`src/inc/ilb_pkg.sv`:
```
// Purpose: Shared constants and types for the interrupt latch bit update block.
// Assumes: One core clock; all latch registers are 32 bits wide.
// Notes: Bit positions of the interrupt sources are fixed here and used by the core logic.
//
// Contract
// - Bit set, clear and toggle with a 32-bit mask act on the latch, secondary latch and mask pointer registers.
// - The execute phase stretches while any core hold-off cause is active.
// - External request lines, emulator, both timer, vector, link port, serial and port DMA interrupts latch here.
// - Link port and serial peripheral interrupts latch only while their unit runs in DMA mode.
// - An instruction fetched and executed from external memory is a context where events could be lost.
// - An instruction in a delay slot of a branch into external memory is such a context.
// - An instruction immediately followed by an external data or program memory access is such a context.
// - An instruction issued from the emulator, running or stepping, is such a context.
// - An internal instruction immediately followed by a breakpoint register access is such a context.
package ilb_pkg;

  localparam int ILB_W = 32;
  localparam int ILB_NREG = 3;
  localparam int ILB_NIRQ = 3;
  localparam int ILB_NLINK = 2;
  localparam int ILB_NEP = 4;

  // ****************************************************************
  // Register reset values
  // ****************************************************************
  localparam logic [31:0] ILB_LATCH_RST = 32'h0000_0000;
  localparam logic [31:0] ILB_SEC_RST = 32'h0000_0000;
  localparam logic [31:0] ILB_MASKP_RST = 32'h0000_0000;

  // ****************************************************************
  // Source bit positions
  // ****************************************************************
  localparam int ILB_POS_EMU = 1;
  localparam int ILB_POS_TMR_HI = 4;
  localparam int ILB_POS_IRQ0 = 8;
  localparam int ILB_POS_TMR_LO = 19;
  localparam int ILB_POS_VEC = 20;
  localparam int ILB_POS_LINK0 = 0;
  localparam int ILB_POS_SPI_RX = 2;
  localparam int ILB_POS_SPI_TX = 3;
  localparam int ILB_POS_EP0 = 4;

  // ****************************************************************
  // Types
  // ****************************************************************
  typedef enum logic [2:0] {
    ILB_OP_SET = 3'h1,
    ILB_OP_CLR = 3'h2,
    ILB_OP_TGL = 3'h4
  } ilb_op_t;

  // Target select with one bit per register, any combination allowed; bit index equals register index.
  localparam int ILB_TGT_LATCH = 0;
  localparam int ILB_TGT_SEC = 1;
  localparam int ILB_TGT_MASKP = 2;

  typedef enum logic [1:0] {
    ILB_ST_IDLE = 2'h1,
    ILB_ST_EXEC = 2'h2
  } ilb_state_t;

endpackage

```
`src/verilog/ilb_bitop.sv`:
```
// Purpose: Next value of one latch register for a bit set, clear or toggle.
// Assumes: Events are one-cycle pulses on the core clock.
// Notes: Purely combinational; new events always survive the operation.
module ilb_bitop
  import ilb_pkg::*;
(
  input wire logic [31:0] cur,
  input wire logic [31:0] mask,
  input wire ilb_op_t op,
  input wire logic apply,
  input wire logic [31:0] events,
  output logic [31:0] next_value
);

  logic [31:0] result;

  always_comb begin
    result = cur;
    if (apply) begin
      case (op)
        ILB_OP_SET: result = cur | mask;
        ILB_OP_CLR: result = cur & ~mask;
        ILB_OP_TGL: result = cur ^ mask;
        default: result = cur;
      endcase
    end
    // An event arriving in the commit cycle wins over a clear.
    next_value = result | events;
  end

endmodule

```
`src/verilog/ilb_latch_update.sv`:
```
// Purpose: Interrupt latch update for bit set, clear and toggle instructions.
// Assumes: The sequencer holds its request until ready; sources other than the
//   external request pins are one-cycle pulses on the core clock.
// Notes: Events are merged every cycle, so a stretched execute phase loses none.
module ilb_latch_update
  import ilb_pkg::*;
(
  input wire logic clk,
  input wire logic rst_n,
  input wire logic instr_valid,
  input wire ilb_op_t instr_op,
  input wire logic [2:0] instr_target,
  input wire logic [31:0] instr_mask,
  output logic instr_ready,
  input wire logic hold_ext_fetch,
  input wire logic hold_ext_data,
  input wire logic hold_buf_empty_read,
  input wire logic hold_buf_full_write,
  input wire logic hold_iop_slow_read,
  input wire logic ctx_from_ext_mem,
  input wire logic ctx_delay_slot_ext_target,
  input wire logic ctx_next_ext_access,
  input wire logic ctx_from_emulator,
  input wire logic ctx_next_bkpt_access,
  input wire logic [2:0] external_interrupt_request_lines,
  input wire logic emulator_interrupt,
  input wire logic timer_high_priority_interrupt,
  input wire logic timer_low_priority_interrupt,
  input wire logic vector_interrupt,
  input wire logic [1:0] link_port_interrupt,
  input wire logic serial_peripheral_receive_interrupt,
  input wire logic serial_peripheral_transmit_interrupt,
  input wire logic [3:0] external_port_dma_interrupt,
  input wire logic link_dma_mode,
  input wire logic serial_dma_mode,
  output logic [31:0] interrupt_latch_register,
  output logic [31:0] secondary_interrupt_latch_register,
  output logic [31:0] interrupt_mask_pointer_register,
  output logic exec_stretched,
  output logic instr_done,
  output logic hazard_context,
  output logic stretch_event_seen
);

  // ****************************************************************
  // Instruction sequencing
  // ****************************************************************
  ilb_state_t state;
  ilb_op_t op_q;
  logic [2:0] target_q;
  logic [31:0] mask_q;
  logic hold_off;
  logic commit;
  logic take;

  assign hold_off = hold_ext_fetch | hold_ext_data | hold_buf_empty_read
                    | hold_buf_full_write | hold_iop_slow_read;
  assign instr_ready = (state == ILB_ST_IDLE);
  assign take = instr_valid & instr_ready;
  assign commit = (state == ILB_ST_EXEC) & ~hold_off;

  always_ff @(posedge clk) begin
    if (!rst_n) begin
      state <= ILB_ST_IDLE;
    end else begin
      case (state)
        ILB_ST_IDLE: if (take) state <= ILB_ST_EXEC;
        ILB_ST_EXEC: if (!hold_off) state <= ILB_ST_IDLE;
        default: state <= ILB_ST_IDLE;
      endcase
    end
  end

  always_ff @(posedge clk) begin
    if (!rst_n) begin
      op_q <= ILB_OP_SET;
      target_q <= 3'h0;
      mask_q <= 32'h0000_0000;
    end else if (take) begin
      op_q <= instr_op;
      target_q <= instr_target;
      mask_q <= instr_mask;
    end
  end

  // ****************************************************************
  // External request pin synchronisers and edge detection
  // ****************************************************************
  logic [2:0] irq_meta;
  logic [2:0] irq_sync;
  logic [2:0] irq_prev;
  logic [2:0] irq_rise;

  always_ff @(posedge clk) begin
    if (!rst_n) begin
      irq_meta <= 3'h0;
      irq_sync <= 3'h0;
      irq_prev <= 3'h0;
    end else begin
      irq_meta <= external_interrupt_request_lines;
      irq_sync <= irq_meta;
      irq_prev <= irq_sync;
    end
  end

  assign irq_rise = irq_sync & ~irq_prev;

  // ****************************************************************
  // Event vectors per register
  // ****************************************************************
  logic [31:0] ev [ILB_NREG];
  logic [31:0] cur [ILB_NREG];
  logic [31:0] nxt [ILB_NREG];

  always_comb begin
    ev[ILB_TGT_LATCH] = 32'h0000_0000;
    ev[ILB_TGT_LATCH][ILB_POS_EMU] = emulator_interrupt;
    ev[ILB_TGT_LATCH][ILB_POS_TMR_HI] = timer_high_priority_interrupt;
    ev[ILB_TGT_LATCH][ILB_POS_TMR_LO] = timer_low_priority_interrupt;
    ev[ILB_TGT_LATCH][ILB_POS_VEC] = vector_interrupt;
    ev[ILB_TGT_LATCH][ILB_POS_IRQ0 +: ILB_NIRQ] = irq_rise;
    ev[ILB_TGT_SEC] = 32'h0000_0000;
    ev[ILB_TGT_SEC][ILB_POS_LINK0 +: ILB_NLINK] =
      link_port_interrupt & {ILB_NLINK{link_dma_mode}};
    ev[ILB_TGT_SEC][ILB_POS_SPI_RX] =
      serial_peripheral_receive_interrupt & serial_dma_mode;
    ev[ILB_TGT_SEC][ILB_POS_SPI_TX] =
      serial_peripheral_transmit_interrupt & serial_dma_mode;
    ev[ILB_TGT_SEC][ILB_POS_EP0 +: ILB_NEP] = external_port_dma_interrupt;
    ev[ILB_TGT_MASKP] = 32'h0000_0000;
  end

  // ****************************************************************
  // Latch registers
  // ****************************************************************
  localparam logic [31:0] RST_VAL [ILB_NREG] = '{ILB_LATCH_RST, ILB_SEC_RST, ILB_MASKP_RST};

  genvar g;
  generate
    for (g = 0; g < ILB_NREG; g++) begin : g_reg
      ilb_bitop u_bitop (
        .cur(cur[g]),
        .mask(mask_q),
        .op(op_q),
        .apply(commit & target_q[g]),
        .events(ev[g]),
        .next_value(nxt[g])
      );
    end
  endgenerate

  // Merged every cycle, including every cycle of a stretched phase.
  // One process drives the whole array so each register has a single driver.
  always_ff @(posedge clk) begin
    for (int i = 0; i < ILB_NREG; i++) begin
      if (!rst_n) begin
        cur[i] <= RST_VAL[i];
      end else begin
        cur[i] <= nxt[i];
      end
    end
  end

  assign interrupt_latch_register = cur[ILB_TGT_LATCH];
  assign secondary_interrupt_latch_register = cur[ILB_TGT_SEC];
  assign interrupt_mask_pointer_register = cur[ILB_TGT_MASKP];

  // ****************************************************************
  // Status
  // ****************************************************************
  logic ctx_hit;
  logic any_event;

  // Contexts in which the unmerged update used to drop events.
  assign ctx_hit = ctx_from_ext_mem
                   | ctx_delay_slot_ext_target
                   | ctx_next_ext_access
                   | ctx_from_emulator
                   | ctx_next_bkpt_access;
  assign any_event = |(ev[ILB_TGT_LATCH] | ev[ILB_TGT_SEC]);

  always_ff @(posedge clk) begin
    if (!rst_n) begin
      instr_done <= 1'b0;
      exec_stretched <= 1'b0;
    end else begin
      instr_done <= commit;
      exec_stretched <= (state == ILB_ST_EXEC) & hold_off;
    end
  end

  always_ff @(posedge clk) begin
    if (!rst_n) begin
      hazard_context <= 1'b0;
    end else if (take) begin
      hazard_context <= ctx_hit;
    end
  end

  always_ff @(posedge clk) begin
    if (!rst_n) begin
      stretch_event_seen <= 1'b0;
    end else if (take) begin
      stretch_event_seen <= 1'b0;
    end else if ((state == ILB_ST_EXEC) & hold_off & any_event) begin
      stretch_event_seen <= 1'b1;
    end
  end

endmodule

```
`config.mk`:
```
export PLATFORM = sky130hd
export DESIGN_NAME = ilb_latch_update
export DESIGN_NICKNAME = d
export VERILOG_FILES = /design/src/inc/ilb_pkg.sv /design/src/verilog/ilb_bitop.sv /design/src/verilog/ilb_latch_update.sv
export SDC_FILE = /design/constraint.sdc
export NUM_CORES = 1
export LEC_CHECK = 0
export CORE_MARGIN = 4
export CORE_UTILIZATION = 65
export CTS_BUF_LIST = sky130_fd_sc_hd__clkbuf_4 sky130_fd_sc_hd__clkbuf_8
export DETAILED_ROUTE_END_ITERATION = 7
export DONT_BUFFER_PORTS = 1
export GPL_TIMING_DRIVEN = 0
export HOLD_SLACK_MARGIN = 0.12
export PLACE_DENSITY = 0.81
export SLEW_MARGIN = 20
export SYNTH_ARGS = -nofsm -noshare
export SYNTH_HDL_FRONTEND = slang
export SYNTH_SLANG_ARGS = --single-unit
export TNS_END_PERCENT = 20
```
`constraint.sdc`:
```
create_clock -name clk -period 2.47 [get_ports clk]
set_clock_uncertainty 0.15 [all_clocks]
set_input_delay 0.3705 -clock clk [delete_from_list [all_inputs] [get_ports clk]]
set_output_delay 0.3705 -clock clk [all_outputs]
set_load 0.05 [all_outputs]
```
Word level (Yosys, flattened, before mapping)
Memory sizes are Yosys's and may differ from the RTL's.
Cells that the tools add are included.
Operators by class
  eq/ne operators: 7
  mux-type cells: 14
  bitwise operators: 38
  reduce and logical (&&, ||, !) cells: 3
Operators by type and width (number)
  32-bit case mux with 3 select lines: 3
  32-bit two-way mux: 6
  32-bit bitwise AND: 3
  32-bit bitwise OR: 3
  32-bit bitwise XOR: 3
  32-bit inverter: 1
  32-bit by 21-bit bitwise OR with 32-bit output: 1
  32-bit by 8-bit bitwise OR with 32-bit output: 1
  32-bit OR reduction: 1
  21-bit by 8-bit bitwise OR with 21-bit output: 1
  1-bit bitwise OR: 11
  1-bit bitwise AND: 9
  2-bit two-way mux: 2
  2-bit case mux with 2 select lines: 1
  3-bit bitwise AND: 1
  3-bit by 1-bit == test with 1-bit output, second input constant: 1
  3-bit by 2-bit == test with 1-bit output, second input constant: 1
  3-bit == test, second input constant: 1
  3-bit inverter: 1
  2-bit bitwise AND: 1
  2-bit by 1-bit == test with 1-bit output, second input constant: 1
  2-bit == test, second input constant: 1
  1-bit two-way mux: 2
  2-bit by 1-bit != test with 1-bit output, second input constant: 1
  other kinds (4): 5
Storage, ports and cells
  output and inout port bits: 101
  bits of input ports: 68
  flip-flop bits (word level): 53
  memories: 1
  word-level logic and storage cells: 74
  memory bits (writable): 96
Memory list
  cur: words 3, bits a word 32, rd ports 3, clocked after memory_dff 0, wr ports 3, line ilb_latch_update.sv:112  | logic [31:0] cur [ILB_NREG];

Depth between registers and ports, before layout
Gate-level depths: netlist of run 1.
  depth in word-level cells: 10
  depth in mapped cells: 7
  depth with buffers taken out: 6

Cells and area by module
A second synthesis of run 1 with hierarchy kept.
Unflattened totals
  cell total of the unflattened synthesis: 1310
  area, all modules: 12099.1 µm²
Modules (own cells, without submodules)
  ilb_bitop: area each 2603.7 µm², instances 3, sequential area each 0.0 µm², cells each 320
  ilb_latch_update: area each 4287.9 µm², instances 1, sequential area each 2982.9 µm², cells each 350

Worst setup path after synthesis of run 1
No wires, ideal clock.
  path kind: reg2reg
  start: reg state[0]
  end: reg mask_q[12]
  buffers on the path: 2
  clock period less this slack: 2.286 ns
  stages on the path, launching flop included: 6
  data required time: 2.260 ns
  setup slack: 0.184 ns
  library setup time: 0.060 ns
  arrival: 2.076 ns
  path through: dfxtp_1 > nor2b_1 > and3_1 > clkbuf_1 > buf_1 > a22o_1
On the way
  word-level cells in the longest chain between the ends: 2
RTL lines
  start, declared: line ilb_latch_update.sv:48  | ilb_state_t state;
  start signal, assigned: line ilb_latch_update.sv:64  | state <= ILB_ST_IDLE;
  start signal, assigned: line ilb_latch_update.sv:67  | ILB_ST_IDLE: if (take) state <= ILB_ST_EXEC;
  start signal, assigned: line ilb_latch_update.sv:68  | ILB_ST_EXEC: if (!hold_off) state <= ILB_ST_IDLE;
  2-bit by 1-bit == test with 1-bit output: line ilb_latch_update.sv:58  | assign instr_ready = (state == ILB_ST_IDLE);
  named net instr_ready: line ilb_latch_update.sv:14  | output logic instr_ready,
  1-bit bitwise AND: line ilb_latch_update.sv:59  | assign take = instr_valid & instr_ready;
  end signal, assigned: line ilb_latch_update.sv:82  | mask_q <= instr_mask;
  end, declared: line ilb_latch_update.sv:51  | logic [31:0] mask_q;
The timed path passes the listed nets, and every way through them passes these cells.
A chain may end at the register's enable or synchronous reset.

==> impl_metrics.tcl, run 1 <==
set metrics [dict create \
    outcome "completed" \
    multi_input_area_sq_um 6480 \
    cts_root_buf "clkbuf_8" \
    cts_sinks 149 \
    postSynth.asyncResetShare_pct 0 \
    drc 0 \
    tightest_slew_ns 0.787 \
    setup_ws_ns 0.0382 \
    antenna_left 0 \
    cap_violations 0 \
    totalWireLength_mm 33.1 \
    ys_seq_area_share_pct 28.5 \
    postSynthCellCount 1167 \
    final_common_cell "ha_1" \
    end_kind "flop" \
    postCtsSetupRepairBufs 0 \
    path_clk_slew_ns 0.10 \
    hp-class "in2reg" \
    layout_common_cells "ha_1, dfxtp_1, inv_1, a21oi_1, clkbuf_1" \
    post_dp_cell_area_sq_um 10700 \
    slowest_stage "dfxtp_1" \
    ios 169 \
    wl_per_cell_microns 22.4 \
    num_vias 10100 \
    insertedDiodeCount 0 \
    clk_latency_ns 0.47 \
    nNetsFinal 1508 \
    hpwl_mm 23.0 \
    slew_viol_final 0 \
    holdPathStages 2 \
    yosysUniqueCellTypes 40 \
    dp_cells 1383 \
    start_util_pct 66.1 \
    cp_num_buf_inv 2 \
    htreeDepth 4 \
    irDropWorstVdd_mv 0.773 \
    path_depth 6 \
    vias_per_cell 6.81 \
    synth-seq-cells 149 \
    cp_common_cell "buf_2" \
    antenna_found_initial 0 \
    cts_tree "built" \
    required_ns 2.63 \
    path_delay_family "buffers and inverters" \
    synth_top_family_by_area "compound AO/OA/AOI/OAI gates" \
    pre_cts_ws_ns -0.588 \
    synth_edf_count 0 \
    crit_path_cell_trace "xor2_4, o211ai_1, buf_2, nor2_1, buf_2, a311oi_1" \
    worstSetupPathType "reg2reg" \
    grt_max_degree 17 \
    synth_area_sq_um 10500 \
    synth_mux_area_share_pct 0 \
    setup_viol_count_final 0 \
    yosysWarnings 0 \
    drt_pass1_iterations 6 \
    grt_first_pass_wirelength_mm 51.3 \
    place.gp.congestion 0.905 \
    synth_fa_ha_area_share_pct 23.0 \
    fin_area_sq_um 11800 \
    cp.arrival_ns 2.59 \
    rsz0062_at_grt "yes" \
    slew_headroom_pct 47.5 \
    cp_max_fo 10 \
    cp-start-kind "flop" \
    final_cells 1477 \
    track_usage_pct 35.3 \
    power.density_nw_per_um2 476 \
    fp.dieW_microns 135 \
    synthFlopType "dfxtp_1" \
    die_h_microns 135 \
    core_area_sq_um 15800 \
    die_area_sq_um 18200 \
    hold_viol 0 \
    first_iter_violations 1402 \
    synth_area_per_cell_sq_um 8.97 \
    drive_gt1_share_pct 6.42 \
    finalCritPeriodShare_pct 98.5 \
    max_freq_mhz 411 \
    whs_ns 0.207 \
    syn_to_final_growth_pct 12.3 \
    slowest_delay_ns 0.50 \
    power.leakage_nw 4.15 \
    reg2regPathDepth 6 \
    grt_pass1_vias 9593 \
    io_buffers 0 \
    final_core_util_pct 74.3 \
    yosys.area_share.xor_xnor_pct 0.155 \
    cts_max_path_buffers 2 \
    row_count 46 \
    gr-total-overflow 0 \
    synth_nets 1427 \
    yosys.area_share.simple_pct 7.21 \
    synth-compound-area-share_pct 31.4 \
    numCtsBuffers 17 \
    post-route-min-period_ns 2.43 \
    seqCellArea_sq_um 2980 \
    fillers 1173 \
]
[worst paths after layout]
check,startpoint,to,slack (ns)
max,op_q[1],cur[0][13],0.04
min,rst_n,irq_sync[0],0.21
max reg2reg,op_q[1],cur[0][13],0.04
min reg2reg,irq_meta[1],irq_sync[1],0.29
[per-stage QoR]
step           TNS [ns]  power [mW]
2_1_floorplan         0        3.34
3_3_place_gp     -14.49        3.61
3_5_place_dp     -16.33        3.64
4_1_cts               0        5.55
5_1_grt         -0.0210        5.79
6_report              0        5.60
[state kept, by name (all words and copies together) (netlist names)]
signal and flops:
cur 96, mask_q 32, irq_meta 3, irq_prev 3, irq_sync 3, op_q 3, target_q 3, state 2
exec_stretched 1, hazard_context 1, instr_done 1, stretch_event_seen 1
[power breakdown]
group          switching (mW)  leakage [nW]  internal [mW]
registers               0.121          1.21           2.47
clock network            1.09         0.189          0.784
logic                   0.721          2.75          0.405
[cells by family after synthesis]
| logic type | Yosys count |
|---|---|
| adders and majority gates | 192 |
| and+or+nand+nor | 114 |
| AOI/OAI and AO/OA | 464 |
| DFF | 149 |
| xor gates and xnor gates | 1 |
| buffers and inverters | 247 |
[cell usage after synthesis, types with 2 or more instances]
cell type,n,area share (%)
a21oi_1,97,4.6
a22o_1,38,3.2
a22oi_1,64,4.6
a311oi_1,49,4.1
a31oi_1,50,3.0
and2_1,10,0.60
and3_1,2,0.12
buf_1,2,0.072
buf_2,29,1.4
buf_4,6,0.43
buf_6,5,0.54
clkbuf_1,73,2.6
dfxtp_1,149,28
ha_1,192,23
inv_1,130,4.7
inv_2,2,0.072
nand2_1,7,0.25
nand2b_1,3,0.18
nand3_1,6,0.29
nand3b_1,62,4.4
nor2_1,13,0.47
nor2b_1,3,0.18
nor4_1,2,0.12
o211a_1,9,0.86
o211ai_1,39,2.8
o21ai_0,37,1.8
o21ai_1,7,0.33
o221ai_1,7,0.59
o22a_1,49,4.1
o22ai_1,8,0.48
o311a_1,8,0.77
[cell type report]
| cell class | count | share of cell area, % |
|---|---|---|
| clock buffer | 19 | 2.22 |
| multi-input combinational | 771 | 55.1 |
| inverter | 132 | 4.21 |
| buffer | 114 | 4.47 |
| clock inverter | 13 | 0.958 |
| tap | 216 | 2.30 |
| sequential | 149 | 25.4 |
| timing repair buffer | 63 | 5.36 |
[metal layers]
metal / vias to the layer above / track usage [%] / part of all wire [%]
met4: 0 / 13.9 / 3.6
li1: 4489 / - / -
met3: 115 / 12.1 / 12
met1: 4821 / 44.8 / 39
met2: 628 / 55.4 / 45
met5: - / 0 / 0
[repair_timing]
item                                   CTS  global route
hold buffers                            63             0
setup endpoints to repair               39            50
gates resized for setup                  2             4
endpoints found under the hold margin   57             0
Power figures use the tool's default switching activity.
==> run 2: changes to the inputs <==
- CORE_MARGIN: 4 -> 5
- SLEW_MARGIN: 20 -> not set
==> run 2 against run 1 <==
Net effect:
- global-route usage is 1.0 points lower
- non-clock buffer count is 1 lower
- final area is 0.33% higher
- count of clock-buffer cells in the layout is 2 lower
- routed wire length is 0.18% higher
- combinational power hardly changed
- worst setup slack better by 0.019 ns
- flip-flop and latch count stayed put
- first-iteration DRC count is 19% lower
- critical path type unchanged
==> impl_metrics.tcl, run 2 (same netlist as run 1, synthesis figures left out) <==
set metrics [dict create \
    outcome "completed" \
    regMostFlops "cur" \
    cts_sinks 149 \
    die_h_microns 137 \
    core_area_sq_um 15800 \
    drt_pass1_iterations 6 \
    io_buffers 0 \
    reg.largest.list "cur (96), mask_q (32)" \
    hp-class "in2reg" \
    slowest_stage "clkbuf_1" \
    required_ns 2.69 \
    cp_num_buf_inv 3 \
    nNetsFinal 1507 \
    drc 0 \
    slew_viol_final 0 \
    cp.arrival_ns 2.63 \
    setup_viol_count_final 0 \
    num_vias 9928 \
    htreeDepth 4 \
    path_depth 5 \
    place.gp.congestion 0.905 \
    grt_pass1_vias 9312 \
    final_common_cell "ha_1" \
    numCtsBuffers 17 \
    vias_per_cell 6.73 \
    max_freq_mhz 414 \
    row_count 46 \
    clk_latency_ns 0.48 \
    gr-total-overflow 0 \
    slew_headroom_pct 49.1 \
    antenna_found_initial 0 \
    r2r-start "op_q[0]" \
    finalCritPeriodShare_pct 97.7 \
    track_usage_pct 34.3 \
    fp.dieW_microns 137 \
    cts_tree "built" \
    rsz0062_at_grt "no" \
    end_kind "flop" \
    antenna_left 0 \
    grt_first_pass_wirelength_mm 50.3 \
    layout_common_cells "ha_1, dfxtp_1, inv_1, a21oi_1, clkbuf_1" \
    post_dp_cell_area_sq_um 10700 \
    wl_per_cell_microns 22.5 \
    start_util_pct 66.1 \
    grt_max_degree 17 \
    cp-start-kind "flop" \
    r2r_slack_ns 0.06 \
    cp_common_cell "clkbuf_1" \
    post-route-min-period_ns 2.41 \
    slowest_delay_ns 0.60 \
    final_cells 1476 \
    tightest_slew_ns 0.763 \
    cts_max_path_buffers 2 \
    first_iter_violations 1132 \
    endpoint "cur[1][6]" \
    drive_gt1_share_pct 6.35 \
    power.density_nw_per_um2 489 \
    irDropWorstVdd_mv 0.482 \
    ios 169 \
    setup_ws_ns 0.0573 \
    path_delay_family "buffers and inverters" \
    cts_root_buf "clkbuf_8" \
    insertedDiodeCount 0 \
    r2r_end "cur[1][6]" \
    crit_path_cell_trace "buf_4, clkbuf_1, clkbuf_1, o22ai_1, o311a_1" \
    totalWireLength_mm 33.2 \
    crit_start "op_q[0]" \
    power.leakage_nw 4.17 \
    pre_cts_ws_ns -0.584 \
    path_clk_slew_ns 0.09 \
    largest_reg_flops 96 \
    hold_viol 0 \
    worstSetupPathType "reg2reg" \
    cap_violations 0 \
    reg2regPathDepth 5 \
    syn_to_final_growth_pct 12.7 \
    die_area_sq_um 18700 \
    fin_area_sq_um 11800 \
    cp_max_fo 10 \
    hpwl_mm 22.9 \
    dp_cells 1383 \
]
[run 2: cell types whose count changed in the layout (fill, tap and decap cells not counted)]
cell / previous run / this run
clkbuf_8: 19 / 17
inv_6: 7 / 4
clkbuf_1: 71 / 72
clkinv_8: 0 / 2
bufinv_16: 0 / 2
clkinv_4: 1 / 4
dlygate4sd3_1: 63 / 62
clkinvlp_4: 2 / 0
clkbuf_2: 1 / 0
[run 2: layout make-up]
| type | instances | area (sq um) |
|---|---|---|
| tap | 216 | 270 |
| inverter | 132 | 495 |
| clock inverter | 15 | 190 |
| buffer | 114 | 524 |
| timing repair buffer | 62 | 621 |
| fill | 1184 | 4030 |
| clock buffer | 17 | 234 |
| multi-input combinational | 771 | 6480 |
| sequential | 149 | 2980 |
[run 2: per-layer routing]
metal | GRT usage [%] | part of all wire [%] | up-vias
li1 | - | - | 4495
met1 | 44.7 | 40 | 4766
met2 | 54.8 | 46 | 573
met3 | 9.49 | 11 | 94
met4 | 12.3 | 3.1 | 0
met5 | 0 | 0 | -
[run 2: power by group]
group	switching, mW	total (mW)	internal [mW]
clock network	1.12	2.06	0.943
registers	0.119	2.59	2.47
logic	0.718	1.12	0.405
total	1.95	5.77	3.82
[run 2: repair_timing]
item / 4_1_cts / 5_1_grt
endpoints found under the setup margin: 37 / 31
hold buffers: 62 / 0
setup buffers: 0 / 0
resized for setup: 2 / 2
endpoints found under the hold margin: 57 / 0
[run 2: how the worst min path moves through the flow]
stage,from,endpoint,slack (ns),cells past startpoint
after floorplan,irq_meta[0],irq_sync[0],0.26,1
after global placement,irq_meta[2],irq_sync[2],0.27,1
after detailed placement,irq_meta[2],irq_sync[2],0.27,1
after CTS,rst_n,irq_sync[0],0.17,2
after global routing,hold_ext_fetch,stretch_event_seen,0.19,4
final,rst_n,irq_sync[0],0.18,2
[run 2: worst reg2reg max path, cell delays in order (launching register included)]
cell and delay, ns:
dfxtp_1 0.32, buf_4 0.18, clkbuf_1 0.60, clkbuf_1 0.53
o22ai_1 0.20, o311a_1 0.33
[run 2: through the flow]
stage          hold slack [ns]  utilization [%]  power, mW  setup TNS [ns]
2_1_floorplan            0.262                -       3.34               0
3_3_place_gp             0.267             67.8       3.61          -13.85
3_5_place_dp             0.269             67.8       3.64          -14.80
4_1_cts                  0.165             74.4       5.73               0
5_1_grt                  0.187             74.5       5.98               0
6_report                 0.183             74.5       5.77               0
